File: config.mk
export PLATFORM = sky130hd
export DESIGN_NAME = tcc_top
export DESIGN_NICKNAME = d
export VERILOG_FILES = /design/src/logic/tcc_pkg.sv /design/src/logic/tcc_channel.sv /design/src/logic/tcc_sync.sv /design/src/logic/tcc_top.sv
export SDC_FILE = /design/constraint.sdc
export NUM_CORES = 1
export LEC_CHECK = 0
export BUFFER_PORTS_ARGS = -buffer_cell sky130_fd_sc_hd__buf_2
export CAP_MARGIN = 20
export CORE_MARGIN = 2
export CORE_UTILIZATION = 55
export DETAILED_ROUTE_END_ITERATION = 8
export HOLD_SLACK_MARGIN = 0.02
export PLACE_DENSITY = 0.83
export SKIP_CTS_REPAIR_TIMING = 1
export SLEW_MARGIN = 0
export SYNTH_ARGS = -nofsm -noshare
export SYNTH_HDL_FRONTEND = slang
export SYNTH_SLANG_ARGS = --single-unit
File: constraint.sdc
create_clock -name clock -period 3.05 [get_ports clock]
set_input_delay 0 -clock clock [delete_from_list [all_inputs] [get_ports clock]]
set_output_delay 0 -clock clock [all_outputs]
set_load 0.05 [all_outputs]
File: src/logic/tcc_pkg.sv
// package: register map, field positions and types for the comparator block
package tcc_pkg;
  localparam int unsigned NUM_CMP = 3;
  localparam logic [31:0] RST_VALUE = 32'h0;
  // register byte addresses
  localparam logic [7:0] ADDR_CTRL0 = 8'h00;
  localparam logic [7:0] ADDR_CTRL1 = 8'h04;
  localparam logic [7:0] ADDR_CTRL2 = 8'h08;
  localparam logic [7:0] ADDR_STATUS = 8'h0c;
  localparam logic [7:0] ADDR_REFCTL = 8'h10;
  localparam logic [7:0] ADDR_MODE = 8'h14;
  // comparator control fields
  localparam int unsigned POS_ON = 15;
  localparam int unsigned POS_OE = 14;
  localparam int unsigned POS_INV = 13;
  localparam int unsigned POS_EVT = 9;
  localparam int unsigned POS_RES = 8;
  localparam int unsigned POS_EDGE = 6;
  localparam int unsigned POS_NISEL = 4;
  localparam int unsigned POS_ISEL = 0;
  localparam logic [15:0] CTRL_WMASK = 16'he2d3;
  // status fields
  localparam int unsigned POS_IDLE_STOP = 15;
  localparam int unsigned POS_STAT_EVT = 8;
  localparam int unsigned POS_STAT_RES = 0;
  // reference control fields
  localparam int unsigned POS_SUPPLY = 5;
  localparam int unsigned POS_LEVEL = 0;
  localparam logic [15:0] REF_WMASK = 16'h07ff;
  // edge selection codes
  localparam logic [1:0] EDGE_OFF = 2'h0;
  localparam logic [1:0] EDGE_RISE = 2'h1;
  localparam logic [1:0] EDGE_FALL = 2'h2;
  localparam logic [1:0] EDGE_ANY = 2'h3;
  // negative input selection codes
  localparam logic [1:0] NEG_PIN_B = 2'h0;
  localparam logic [1:0] NEG_PIN_C = 2'h1;
  localparam logic [1:0] NEG_PIN_D = 2'h2;
  localparam logic [1:0] NEG_REF = 2'h3;
  // bus responses
  localparam logic [1:0] RESP_OKAY = 2'h0;
  localparam logic [1:0] RESP_SLVERR = 2'h2;
  typedef struct packed {
    logic on;
    logic oe;
    logic inv;
    logic [1:0] edge_sel;
    logic ni_sel;
    logic [1:0] neg_sel;
  } tcc_cfg_t;
endpackage : tcc_pkg

File: src/logic/tcc_channel.sv
// one comparator channel: polarity, edge detect, event latch, request pulse
`timescale 1ns/1ps
`default_nettype none
module tcc_channel (
  input wire logic clock,
  input wire logic reset,
  input wire tcc_pkg::tcc_cfg_t cfg,
  input wire logic run,
  input wire logic raw_sync,
  input wire logic evt_clear,
  output logic result,
  output logic event_latch,
  output logic irq_pulse
);
  import tcc_pkg::*;
  typedef struct packed {
    logic res;
    logic evt;
    logic irq;
  } tcc_chan_t;
  tcc_chan_t st_ff;
  tcc_chan_t nxt_st;
  logic cur;
  logic hit;
  always_comb begin
    // polarity applied
    cur = raw_sync ^ cfg.inv;
    hit = 1'b0;
    // edge choice
    case (cfg.edge_sel)
      EDGE_ANY: hit = cur != st_ff.res;
      EDGE_FALL: hit = st_ff.res & ~cur;
      EDGE_RISE: hit = ~st_ff.res & cur;
      EDGE_OFF: hit = 1'b0;
      default: hit = 1'b0;
    endcase
    nxt_st = st_ff;
    // only when enabled and not idle-stopped
    if (run) begin
      nxt_st.res = cur;
    end else begin
      hit = 1'b0;
      nxt_st.res = 1'b0;
    end
    // latch blocks retrigger; set wins over clear
    nxt_st.evt = (st_ff.evt & ~evt_clear) | hit;
    // one request per arm
    nxt_st.irq = hit & ~st_ff.evt;
  end
  always_ff @(posedge clock) begin
    if (reset) begin
      st_ff <= '0;
    end else begin
      st_ff <= nxt_st;
    end
  end
  assign result = st_ff.res;
  assign event_latch = st_ff.evt;
  assign irq_pulse = st_ff.irq;
endmodule // tcc_channel
`default_nettype wire

File: src/logic/tcc_sync.sv
// two-stage synchroniser for one asynchronous comparator level
`timescale 1ns/1ps
`default_nettype none
module tcc_sync (
  input wire logic clock,
  input wire logic reset,
  input wire logic async_in,
  output logic sync_out
);
  import tcc_pkg::*;
  typedef struct packed {
    logic s1;
    logic s2;
  } tcc_sync_t;
  tcc_sync_t st_ff;
  tcc_sync_t nxt_st;
  always_comb begin
    nxt_st.s1 = async_in;
    nxt_st.s2 = st_ff.s1;
  end
  always_ff @(posedge clock) begin
    if (reset) begin
      st_ff <= '0;
    end else begin
      st_ff <= nxt_st;
    end
  end
  assign sync_out = st_ff.s2;
endmodule // tcc_sync
`default_nettype wire

File: src/logic/tcc_top.sv
// three comparator control and status with reference control, AXI4-Lite
// Functional notes
// a comparator works only while its enable bit is set.
// with pin output enable set the result drives the pin, else stays inside.
// output invert flips the result seen by status and events.
// the event latch sets on the chosen event, blocks more, software clears.
// edge select picks any, falling, rising or no event generation.
// non-inverting select picks the reference level or input pin A.
// inverting select picks pin B, C, D or the internal reference.
// idle stop halts all comparators while the device is idle.
// status bits 10..8 mirror the three event latches.
// status bits 2..0 mirror the three results.
// the pin value is the raw comparator output, not synchronised.
// the 5-bit level code picks one of 32 reference levels.
// bit 5 of reference control chooses the reference supply.
// each comparator requests an interrupt when its latch rises.
`timescale 1ns/1ps
`default_nettype none
module tcc_top (
  input wire logic clock,
  input wire logic reset,
  input wire logic [7:0] s_axi_awaddr,
  input wire logic s_axi_awvalid,
  output logic s_axi_awready,
  input wire logic [31:0] s_axi_wdata,
  input wire logic [3:0] s_axi_wstrb,
  input wire logic s_axi_wvalid,
  output logic s_axi_wready,
  output logic [1:0] s_axi_bresp,
  output logic s_axi_bvalid,
  input wire logic s_axi_bready,
  input wire logic [7:0] s_axi_araddr,
  input wire logic s_axi_arvalid,
  output logic s_axi_arready,
  output logic [31:0] s_axi_rdata,
  output logic [1:0] s_axi_rresp,
  output logic s_axi_rvalid,
  input wire logic s_axi_rready,
  input wire logic device_idle,
  input wire logic [2:0] analog_result,
  output logic [2:0] comparator_output_pin_o,
  output logic [2:0] comparator_output_pin_oe,
  output logic [2:0] analog_enable,
  output logic [2:0] pos_input_select,
  output logic [5:0] neg_input_select,
  output logic [4:0] reference_level_code,
  output logic reference_supply_select,
  output logic [2:0] interrupt_request
);
  import tcc_pkg::*;

  typedef struct packed {
    logic aw_held;
    logic [7:0] aw_addr;
    logic w_held;
    logic [31:0] w_data;
    logic [3:0] w_strb;
    logic bvalid;
    logic [1:0] bresp;
    logic rvalid;
    logic [31:0] rdata;
    logic [1:0] rresp;
    logic [2:0][15:0] ctrl;
    logic idle_stop_all;
    logic [15:0] refctl;
    logic [2:0] run;
    logic idle_sync1;
    logic idle_sync2;
    logic [2:0] pin_oe;
    logic [2:0] irq;
  } tcc_state_t;

  tcc_state_t st_ff;
  tcc_state_t nxt_st;
  tcc_cfg_t [2:0] cfg;
  logic [2:0] raw_sync;
  logic [2:0] result;
  logic [2:0] evt;
  logic [2:0] irq_pulse;
  logic [2:0] evt_clear;
  logic do_write;
  logic [15:0] wr_val;
  logic wr_ok;
  logic [15:0] rd_val;
  logic rd_ok;
  logic [15:0] status_val;

  genvar gi;
  generate
    for (gi = 0; gi < 3; gi = gi + 1) begin : g_cmp
      assign cfg[gi].on = st_ff.ctrl[gi][POS_ON];
      assign cfg[gi].oe = st_ff.ctrl[gi][POS_OE];
      assign cfg[gi].inv = st_ff.ctrl[gi][POS_INV];
      assign cfg[gi].edge_sel = st_ff.ctrl[gi][POS_EDGE +: 2];
      assign cfg[gi].ni_sel = st_ff.ctrl[gi][POS_NISEL];
      assign cfg[gi].neg_sel = st_ff.ctrl[gi][POS_ISEL +: 2];
      tcc_sync u_sync (
        .clock(clock),
        .reset(reset),
        .async_in(analog_result[gi]),
        .sync_out(raw_sync[gi])
      );
      tcc_channel u_chan (
        .clock(clock),
        .reset(reset),
        .cfg(cfg[gi]),
        .run(st_ff.run[gi]),
        .raw_sync(raw_sync[gi]),
        .evt_clear(evt_clear[gi]),
        .result(result[gi]),
        .event_latch(evt[gi]),
        .irq_pulse(irq_pulse[gi])
      );
    end
  endgenerate

  // event copies
  // result copies
  assign status_val = {st_ff.idle_stop_all, 4'h0, evt, 5'h00, result};
  assign do_write = st_ff.aw_held & st_ff.w_held & ~st_ff.bvalid;

  always_comb begin
    wr_val = st_ff.w_data[15:0];
    wr_ok = 1'b1;
    evt_clear = 3'h0;
    case (st_ff.aw_addr)
      ADDR_CTRL0: evt_clear[0] = do_write & st_ff.w_strb[1] &
        ~wr_val[POS_EVT];
      ADDR_CTRL1: evt_clear[1] = do_write & st_ff.w_strb[1] &
        ~wr_val[POS_EVT];
      ADDR_CTRL2: evt_clear[2] = do_write & st_ff.w_strb[1] &
        ~wr_val[POS_EVT];
      ADDR_STATUS: wr_ok = 1'b1;
      ADDR_REFCTL: wr_ok = 1'b1;
      default: wr_ok = 1'b0;
    endcase
  end

  always_comb begin
    rd_ok = 1'b1;
    case (s_axi_araddr)
      ADDR_CTRL0: rd_val = {st_ff.ctrl[0][15:10], evt[0], result[0],
        st_ff.ctrl[0][7:0]};
      ADDR_CTRL1: rd_val = {st_ff.ctrl[1][15:10], evt[1], result[1],
        st_ff.ctrl[1][7:0]};
      ADDR_CTRL2: rd_val = {st_ff.ctrl[2][15:10], evt[2], result[2],
        st_ff.ctrl[2][7:0]};
      ADDR_STATUS: rd_val = status_val;
      ADDR_REFCTL: rd_val = st_ff.refctl;
      default: begin
        rd_val = 16'h0000;
        rd_ok = 1'b0;
      end
    endcase
  end

  always_comb begin
    nxt_st = st_ff;
    // write address and data captured in either order
    if (s_axi_awvalid & ~st_ff.aw_held) begin
      nxt_st.aw_held = 1'b1;
      nxt_st.aw_addr = s_axi_awaddr;
    end
    if (s_axi_wvalid & ~st_ff.w_held) begin
      nxt_st.w_held = 1'b1;
      nxt_st.w_data = s_axi_wdata;
      nxt_st.w_strb = s_axi_wstrb;
    end
    if (do_write) begin
      nxt_st.bvalid = 1'b1;
      nxt_st.bresp = wr_ok ? RESP_OKAY : RESP_SLVERR;
      for (int i = 0; i < 3; i++) begin
        if (st_ff.aw_addr == ADDR_CTRL0 + 8'(4 * i)) begin
          if (st_ff.w_strb[0]) begin
            nxt_st.ctrl[i][7:0] = wr_val[7:0] & CTRL_WMASK[7:0];
          end
          if (st_ff.w_strb[1]) begin
            nxt_st.ctrl[i][15:8] = wr_val[15:8] & CTRL_WMASK[15:8];
          end
        end
      end
      if (st_ff.aw_addr == ADDR_STATUS && st_ff.w_strb[1]) begin
        nxt_st.idle_stop_all = wr_val[POS_IDLE_STOP];
      end
      if (st_ff.aw_addr == ADDR_REFCTL) begin
        if (st_ff.w_strb[0]) begin
          nxt_st.refctl[7:0] = wr_val[7:0] & REF_WMASK[7:0];
        end
        if (st_ff.w_strb[1]) begin
          nxt_st.refctl[15:8] = wr_val[15:8] & REF_WMASK[15:8];
        end
      end
    end
    if (st_ff.bvalid & s_axi_bready) begin
      nxt_st.bvalid = 1'b0;
      nxt_st.aw_held = 1'b0;
      nxt_st.w_held = 1'b0;
    end
    if (s_axi_arvalid & ~st_ff.rvalid) begin
      nxt_st.rvalid = 1'b1;
      nxt_st.rdata = {16'h0000, rd_val};
      nxt_st.rresp = rd_ok ? RESP_OKAY : RESP_SLVERR;
    end else if (st_ff.rvalid & s_axi_rready) begin
      nxt_st.rvalid = 1'b0;
    end
    nxt_st.idle_sync1 = device_idle;
    nxt_st.idle_sync2 = st_ff.idle_sync1;
    for (int i = 0; i < 3; i++) begin
      // enable gate
      // idle stop applies to all
      nxt_st.run[i] = cfg[i].on & ~(st_ff.idle_stop_all & st_ff.idle_sync2);
      // pin drive enable
      // pin takes raw unsynchronised result
      // drive enable follows run on the same edge, never outlives it
      nxt_st.pin_oe[i] = cfg[i].oe & nxt_st.run[i];
    end
    // request pulse per latch rise
    nxt_st.irq = irq_pulse;
  end

  always_ff @(posedge clock) begin
    if (reset) begin
      st_ff <= '0;
    end else begin
      st_ff <= nxt_st;
    end
  end

  assign s_axi_awready = ~st_ff.aw_held;
  assign s_axi_wready = ~st_ff.w_held;
  assign s_axi_bvalid = st_ff.bvalid;
  assign s_axi_bresp = st_ff.bresp;
  assign s_axi_arready = ~st_ff.rvalid;
  assign s_axi_rvalid = st_ff.rvalid;
  assign s_axi_rdata = st_ff.rdata;
  assign s_axi_rresp = st_ff.rresp;
  // direct analog path, inverted by polarity, gated by enable
  assign comparator_output_pin_o = (analog_result ^ {cfg[2].inv, cfg[1].inv,
    cfg[0].inv}) & st_ff.pin_oe;
  assign comparator_output_pin_oe = st_ff.pin_oe;
  assign analog_enable = st_ff.run;
  // non-inverting source
  assign pos_input_select = {cfg[2].ni_sel, cfg[1].ni_sel, cfg[0].ni_sel};
  // inverting source
  assign neg_input_select = {cfg[2].neg_sel, cfg[1].neg_sel, cfg[0].neg_sel};
  // level code
  assign reference_level_code = st_ff.refctl[POS_LEVEL +: 5];
  // supply choice
  assign reference_supply_select = st_ff.refctl[POS_SUPPLY];
  assign interrupt_request = st_ff.irq;
endmodule // tcc_top
`default_nettype wire

[Word-level counts from Yosys, hierarchy flattened]
Cells that the tools add are included.
Storage, ports and cells
  word-level logic and storage cells: 154
  register bits after elaboration: 115
  output and inout port bits: 68
Cells by class
  bitwise logic cells: 57
  equal/unequal tests: 20
  reduce and logical (&&, ||, !) cells: 22
  muxes and demuxes: 16
Operators by type and width (number)
  $pmux W16 S5: 1
  $eq A8 B4 Y1 const B: 4
  $and A1 B1 Y1: 28
  $reduce_and A3 Y1: 8
  $not A1 Y1: 21
  $eq A8 B3 Y1 const B: 2
  $eq A8 B5 Y1 const B: 2
  $logic_not A8 Y1: 2
  $eq A2 B2 Y1 const B: 6
  $pmux W1 S4: 3
  $mux W1: 10
  $reduce_or A5 Y1: 2
  $reduce_or A2 Y1: 4
  $eq A2 B1 Y1 const B: 3
  $logic_not A2 Y1: 3
  $mux W2: 2
  $and A3 B3 Y3: 1
  $ne A1 B1 Y1: 3
  $or A1 B1 Y1: 3
  $xor A1 B1 Y1: 3
  $xor A3 B3 Y3: 1
  $reduce_and A2 Y1: 1
  $reduce_bool A2 Y1: 1
  $logic_and A1 B1 Y1: 1

[Logic depth before layout (Yosys ltp)]
  word-level depth: 8
  depth in mapped cells: 6
  gate-level depth less buffers: 6

[Modules after synthesis]
From an unflattened synthesis, not the netlist that was laid out.
Second synthesis, totals
  cells, all modules: 514
  area total of the unflattened synthesis: 4785.8 um^2
By module, submodules not included
  tcc_top: area each 4170.2 um^2, instances 1, cells an instance 454
  tcc_channel: area each 152.6 um^2, instances 3, cells an instance 16
  tcc_sync: area each 52.6 um^2, instances 3, cells an instance 4

[Worst setup path before layout]
Ideal clock, no wire load.
  path type: reg2reg
  start point: register st_ff, in the netlist s_axi_rvalid
  end point: register st_ff, in the netlist s_axi_rdata[4]
  path buffers: 1
  arrival: 1924 ps
  stages on the path, launching flop included: 6
  period minus slack after synthesis: 1983 ps
  path slack: 1067 ps
  cell sequence: dfxtp_1 -> nand2b_1 -> clkbuf_1 -> or4_1 -> nor4b_2 -> a221o_1
Between the ends
  longest elaborated chain between the ends: 2
RTL lines
  start: declaration: line tcc_top.sv:73  | tcc_state_t st_ff;
  start signal: assignment: line tcc_top.sv:225  | st_ff <= nxt_st;
  $not A1 Y1: line tcc_top.sv:199  | if (s_axi_arvalid & ~st_ff.rvalid) begin
  $and A1 B1 Y1: line tcc_top.sv:199
Every way passes these cells.
A chain may end at the register's enable or synchronous reset.

[Worst setup path after layout]
  start point: register st_ff[155] in the netlist's numbering
  end point: register st_ff[18] in the netlist's numbering
Between the ends
  longest elaborated chain between the ends: 2
RTL lines
  $eq A8 B5 Y1: line tcc_top.sv:185  | if (st_ff.aw_addr == ADDR_REFCTL) begin
  $reduce_and A3 Y1 (no line)
Every way passes these cells.

==> flow_summary.toml <==
[routing]
drt_pass1_iterations = 4
dr.first_iter.drc_count = 229
antenna_left = 0
wire_per_inst_um = 15.6
drc = 0
vias = 3840
drt_wl_total_mm = 11.1
vias_per_cell = 5.39

[synth]
synth-compound-area-share = 0.0919
syn_area_um2 = 4850
muxShareOfSynthArea = 0.115
synth-edff-count = 0
synthTopCellsByArea = "dfxtp_1, mux2i_1, buf_4"
async_reset_ff_frac = 0
synth_ff_type = "dfxtp_1"
synth-xor-area-share = 0.0108
synthAdderAreaFrac = 0.0155
netlist.area_leader.share = 0.438
synth_area_per_cell_um2 = 9.18
yosysUniqueCellTypes = 54
synth_top_area_cell = "dfxtp_1"
ys_seq_area_frac = 0.438
yosys_register_bits = 106
synth_top_family_by_area = "simple AND/OR/NAND/NOR gates"
yosys_warnings = 0
syn_inst = 528
synth-simple-area-share = 0.205

[clock_tree]
cts_root_buf = "clkbuf_8"
cts_tree = "yes"
cts.sinks = 106
cts_inserted_buffers = 9
cts_buffer_depth = 2
clk-insertion-delay-late_ns = 0.36
clkTransAtPathRegs_ns = 0.10
htree_levels = 3

[sta]
finalHoldViolations = 0
slew_headroom = 0.414
maxSlewViolCount = 0
finalSetupViolCount = 0
rsz0062_at_grt = "false"
finClkSkew_ns = 0.00820
tns_ns = 0
max_freq_mhz = 460
tightest_slew_ns = 0.877
fin_crit_sh = 0.713
finalCriticalPeriod_ns = 2.17

[status]
status = "finished clean"

[global_routing]
grt_overflow_total = 0
grt.total_usage = 0.213
grt_pass1_vias = 3375
grt_pass1_wl_mm = 16.5
grt_max_degree = 50
antenna_found_initial = 0

[critical_path]
start_kind = "flop"
path_delay_family = "simple AND/OR/NAND/NOR gates"
required_ns = 3.29
arrival_ns = 2.41
cp-end-kind = "flop"
cp_max_fo = 12
cp.buffers_inverters = 0
crit_path_cell_trace = "or4bb_1 > nor4_4 > mux2i_1 > nor2_1"
crit_type = "flop to flop"
cp_slowest_cell = "nor4_4"
slowest_delay_ns = 0.59

[floorplanning]
ios = 131
start_util = 0.561
die-area_um2 = 9580
fp.dieW_um = 97.9
core_area_um2 = 8640
die_h_um = 97.9
rows = 34

[cells_and_area]
mostFrequentLayoutCells = "dfxtp_1, buf_2, nor2_1"
final_common_cell = "dfxtp_1"
antennaDiodeCount = 0
multi_input_area_um2 = 2200
area_delta_synth_final_pct = 14.2
drive_gt1_frac = 0.202
fillCellCount = 706
final-seq-area_um2 = 2120
stdcell_count = 713
nets = 669

[placement]
gp_congestion = 0.834
hpwl_mm = 7.64
dp_cells = 661
port_buffers = 90

[power_and_ir_drop]
p_per_area_nw_per_um2 = 478
ir_drop_mv = 0.308
p_leak_nw = 2.47

[min_path]
hp-class = "primary input to flop"

[run]
drv_cap = 0
-- cells by family after synthesis --
logic type	Yosys count
XOR/XNOR	6
AO/OA/AOI/OAI	71
buffers and inverters	99
other	1
adder cells (fa/ha/maj)	6
AND/OR/NAND/NOR	185
flip-flops	106
multiplexers	54
-- per-stage QoR --
stage               utilization  cell area, um2  power, mW  worst slack (ns)  hold WS (ns)
global route              0.641            5540       2.74             0.717        0.0398
floorplan                     -            4920       1.69              1.07         0.110
global placement          0.576            4970       1.73             0.991         0.207
detailed placement        0.576            4970       1.74             0.898         0.216
CTS                       0.600            5180       2.61             0.875        -0.165
finish                    0.641            5540       2.65             0.876        0.0203
-- state kept, by name, indices dropped and copies added, names as in the netlist, 5 cells and up --
signal	flops
reference_level_code	5
st_ff	33
s_axi_rdata	14
cfg	15
neg_input_select	6
-- final timing paths --
path,startpoint,to,slack [ns],cells past startpoint
hold reg to reg,g_cmp[1].u_chan.irq_pulse$_SDFF_PP0_,interrupt_request[1]$_SDFF_PP0_,0.44,1
setup / recovery,st_ff[155]$_SDFFE_PP0P_,st_ff[18]$_SDFFE_PP0P_,0.88,4
hold / removal,s_axi_araddr[6],s_axi_rdata[10]$_SDFFE_PP0P_,0.02,4
setup reg to reg,st_ff[155]$_SDFFE_PP0P_,st_ff[18]$_SDFFE_PP0P_,0.88,4
-- routing by layer --
layer | routed length [um] | up-vias | global-route usage | share of wire
li1 | - | 1872 | - | -
met1 | 4950 | 1811 | 0.284 | 0.44
met2 | 5470 | 143 | 0.349 | 0.49
met3 | 564 | 14 | 0.0401 | 0.051
met4 | 151 | 0 | 0.0726 | 0.014
met5 | 0 | - | 0 | 0
-- report_power, final --
part / total, mW / internal (mW) / switching, mW
sequential: 1.45 / 1.41 / 0.0355
combinational: 0.301 / 0.107 / 0.194
clock: 0.898 / 0.409 / 0.488
-- worst reg2reg max path: cells and delay by family, from the launching register on --
kind             cells  cell delay [ns]
multiplexers         1             0.26
flip-flops           1             0.56
AND/OR/NAND/NOR      3             1.23
-- cell type report --
| type | instances | area share |
|---|---|---|
| multi-input cells | 342 | 0.397 |
| flip-flops and latches | 106 | 0.383 |
| repair buffers | 129 | 0.150 |
| clock buffers | 10 | 0.0248 |
| well taps | 108 | 0.0244 |
| clock inverters | 6 | 0.0129 |
| inverters | 12 | 0.00813 |
-- synthesized netlist by cell type (4+ instances only) --
| cell | n |
|---|---|
| a21oi_1 | 30 |
| a32oi_1 | 4 |
| and2_1 | 6 |
| and3_1 | 7 |
| buf_4 | 59 |
| clkbuf_1 | 26 |
| dfxtp_1 | 106 |
| ha_1 | 6 |
| inv_1 | 11 |
| mux2i_1 | 51 |
| nand2_1 | 45 |
| nand2b_1 | 5 |
| nand3_1 | 8 |
| nand3b_1 | 4 |
| nand4_1 | 6 |
| nor2_1 | 58 |
| nor2b_1 | 18 |
| nor4bb_1 | 5 |
| o21ai_0 | 15 |
Power figures use the tool's default switching activity.
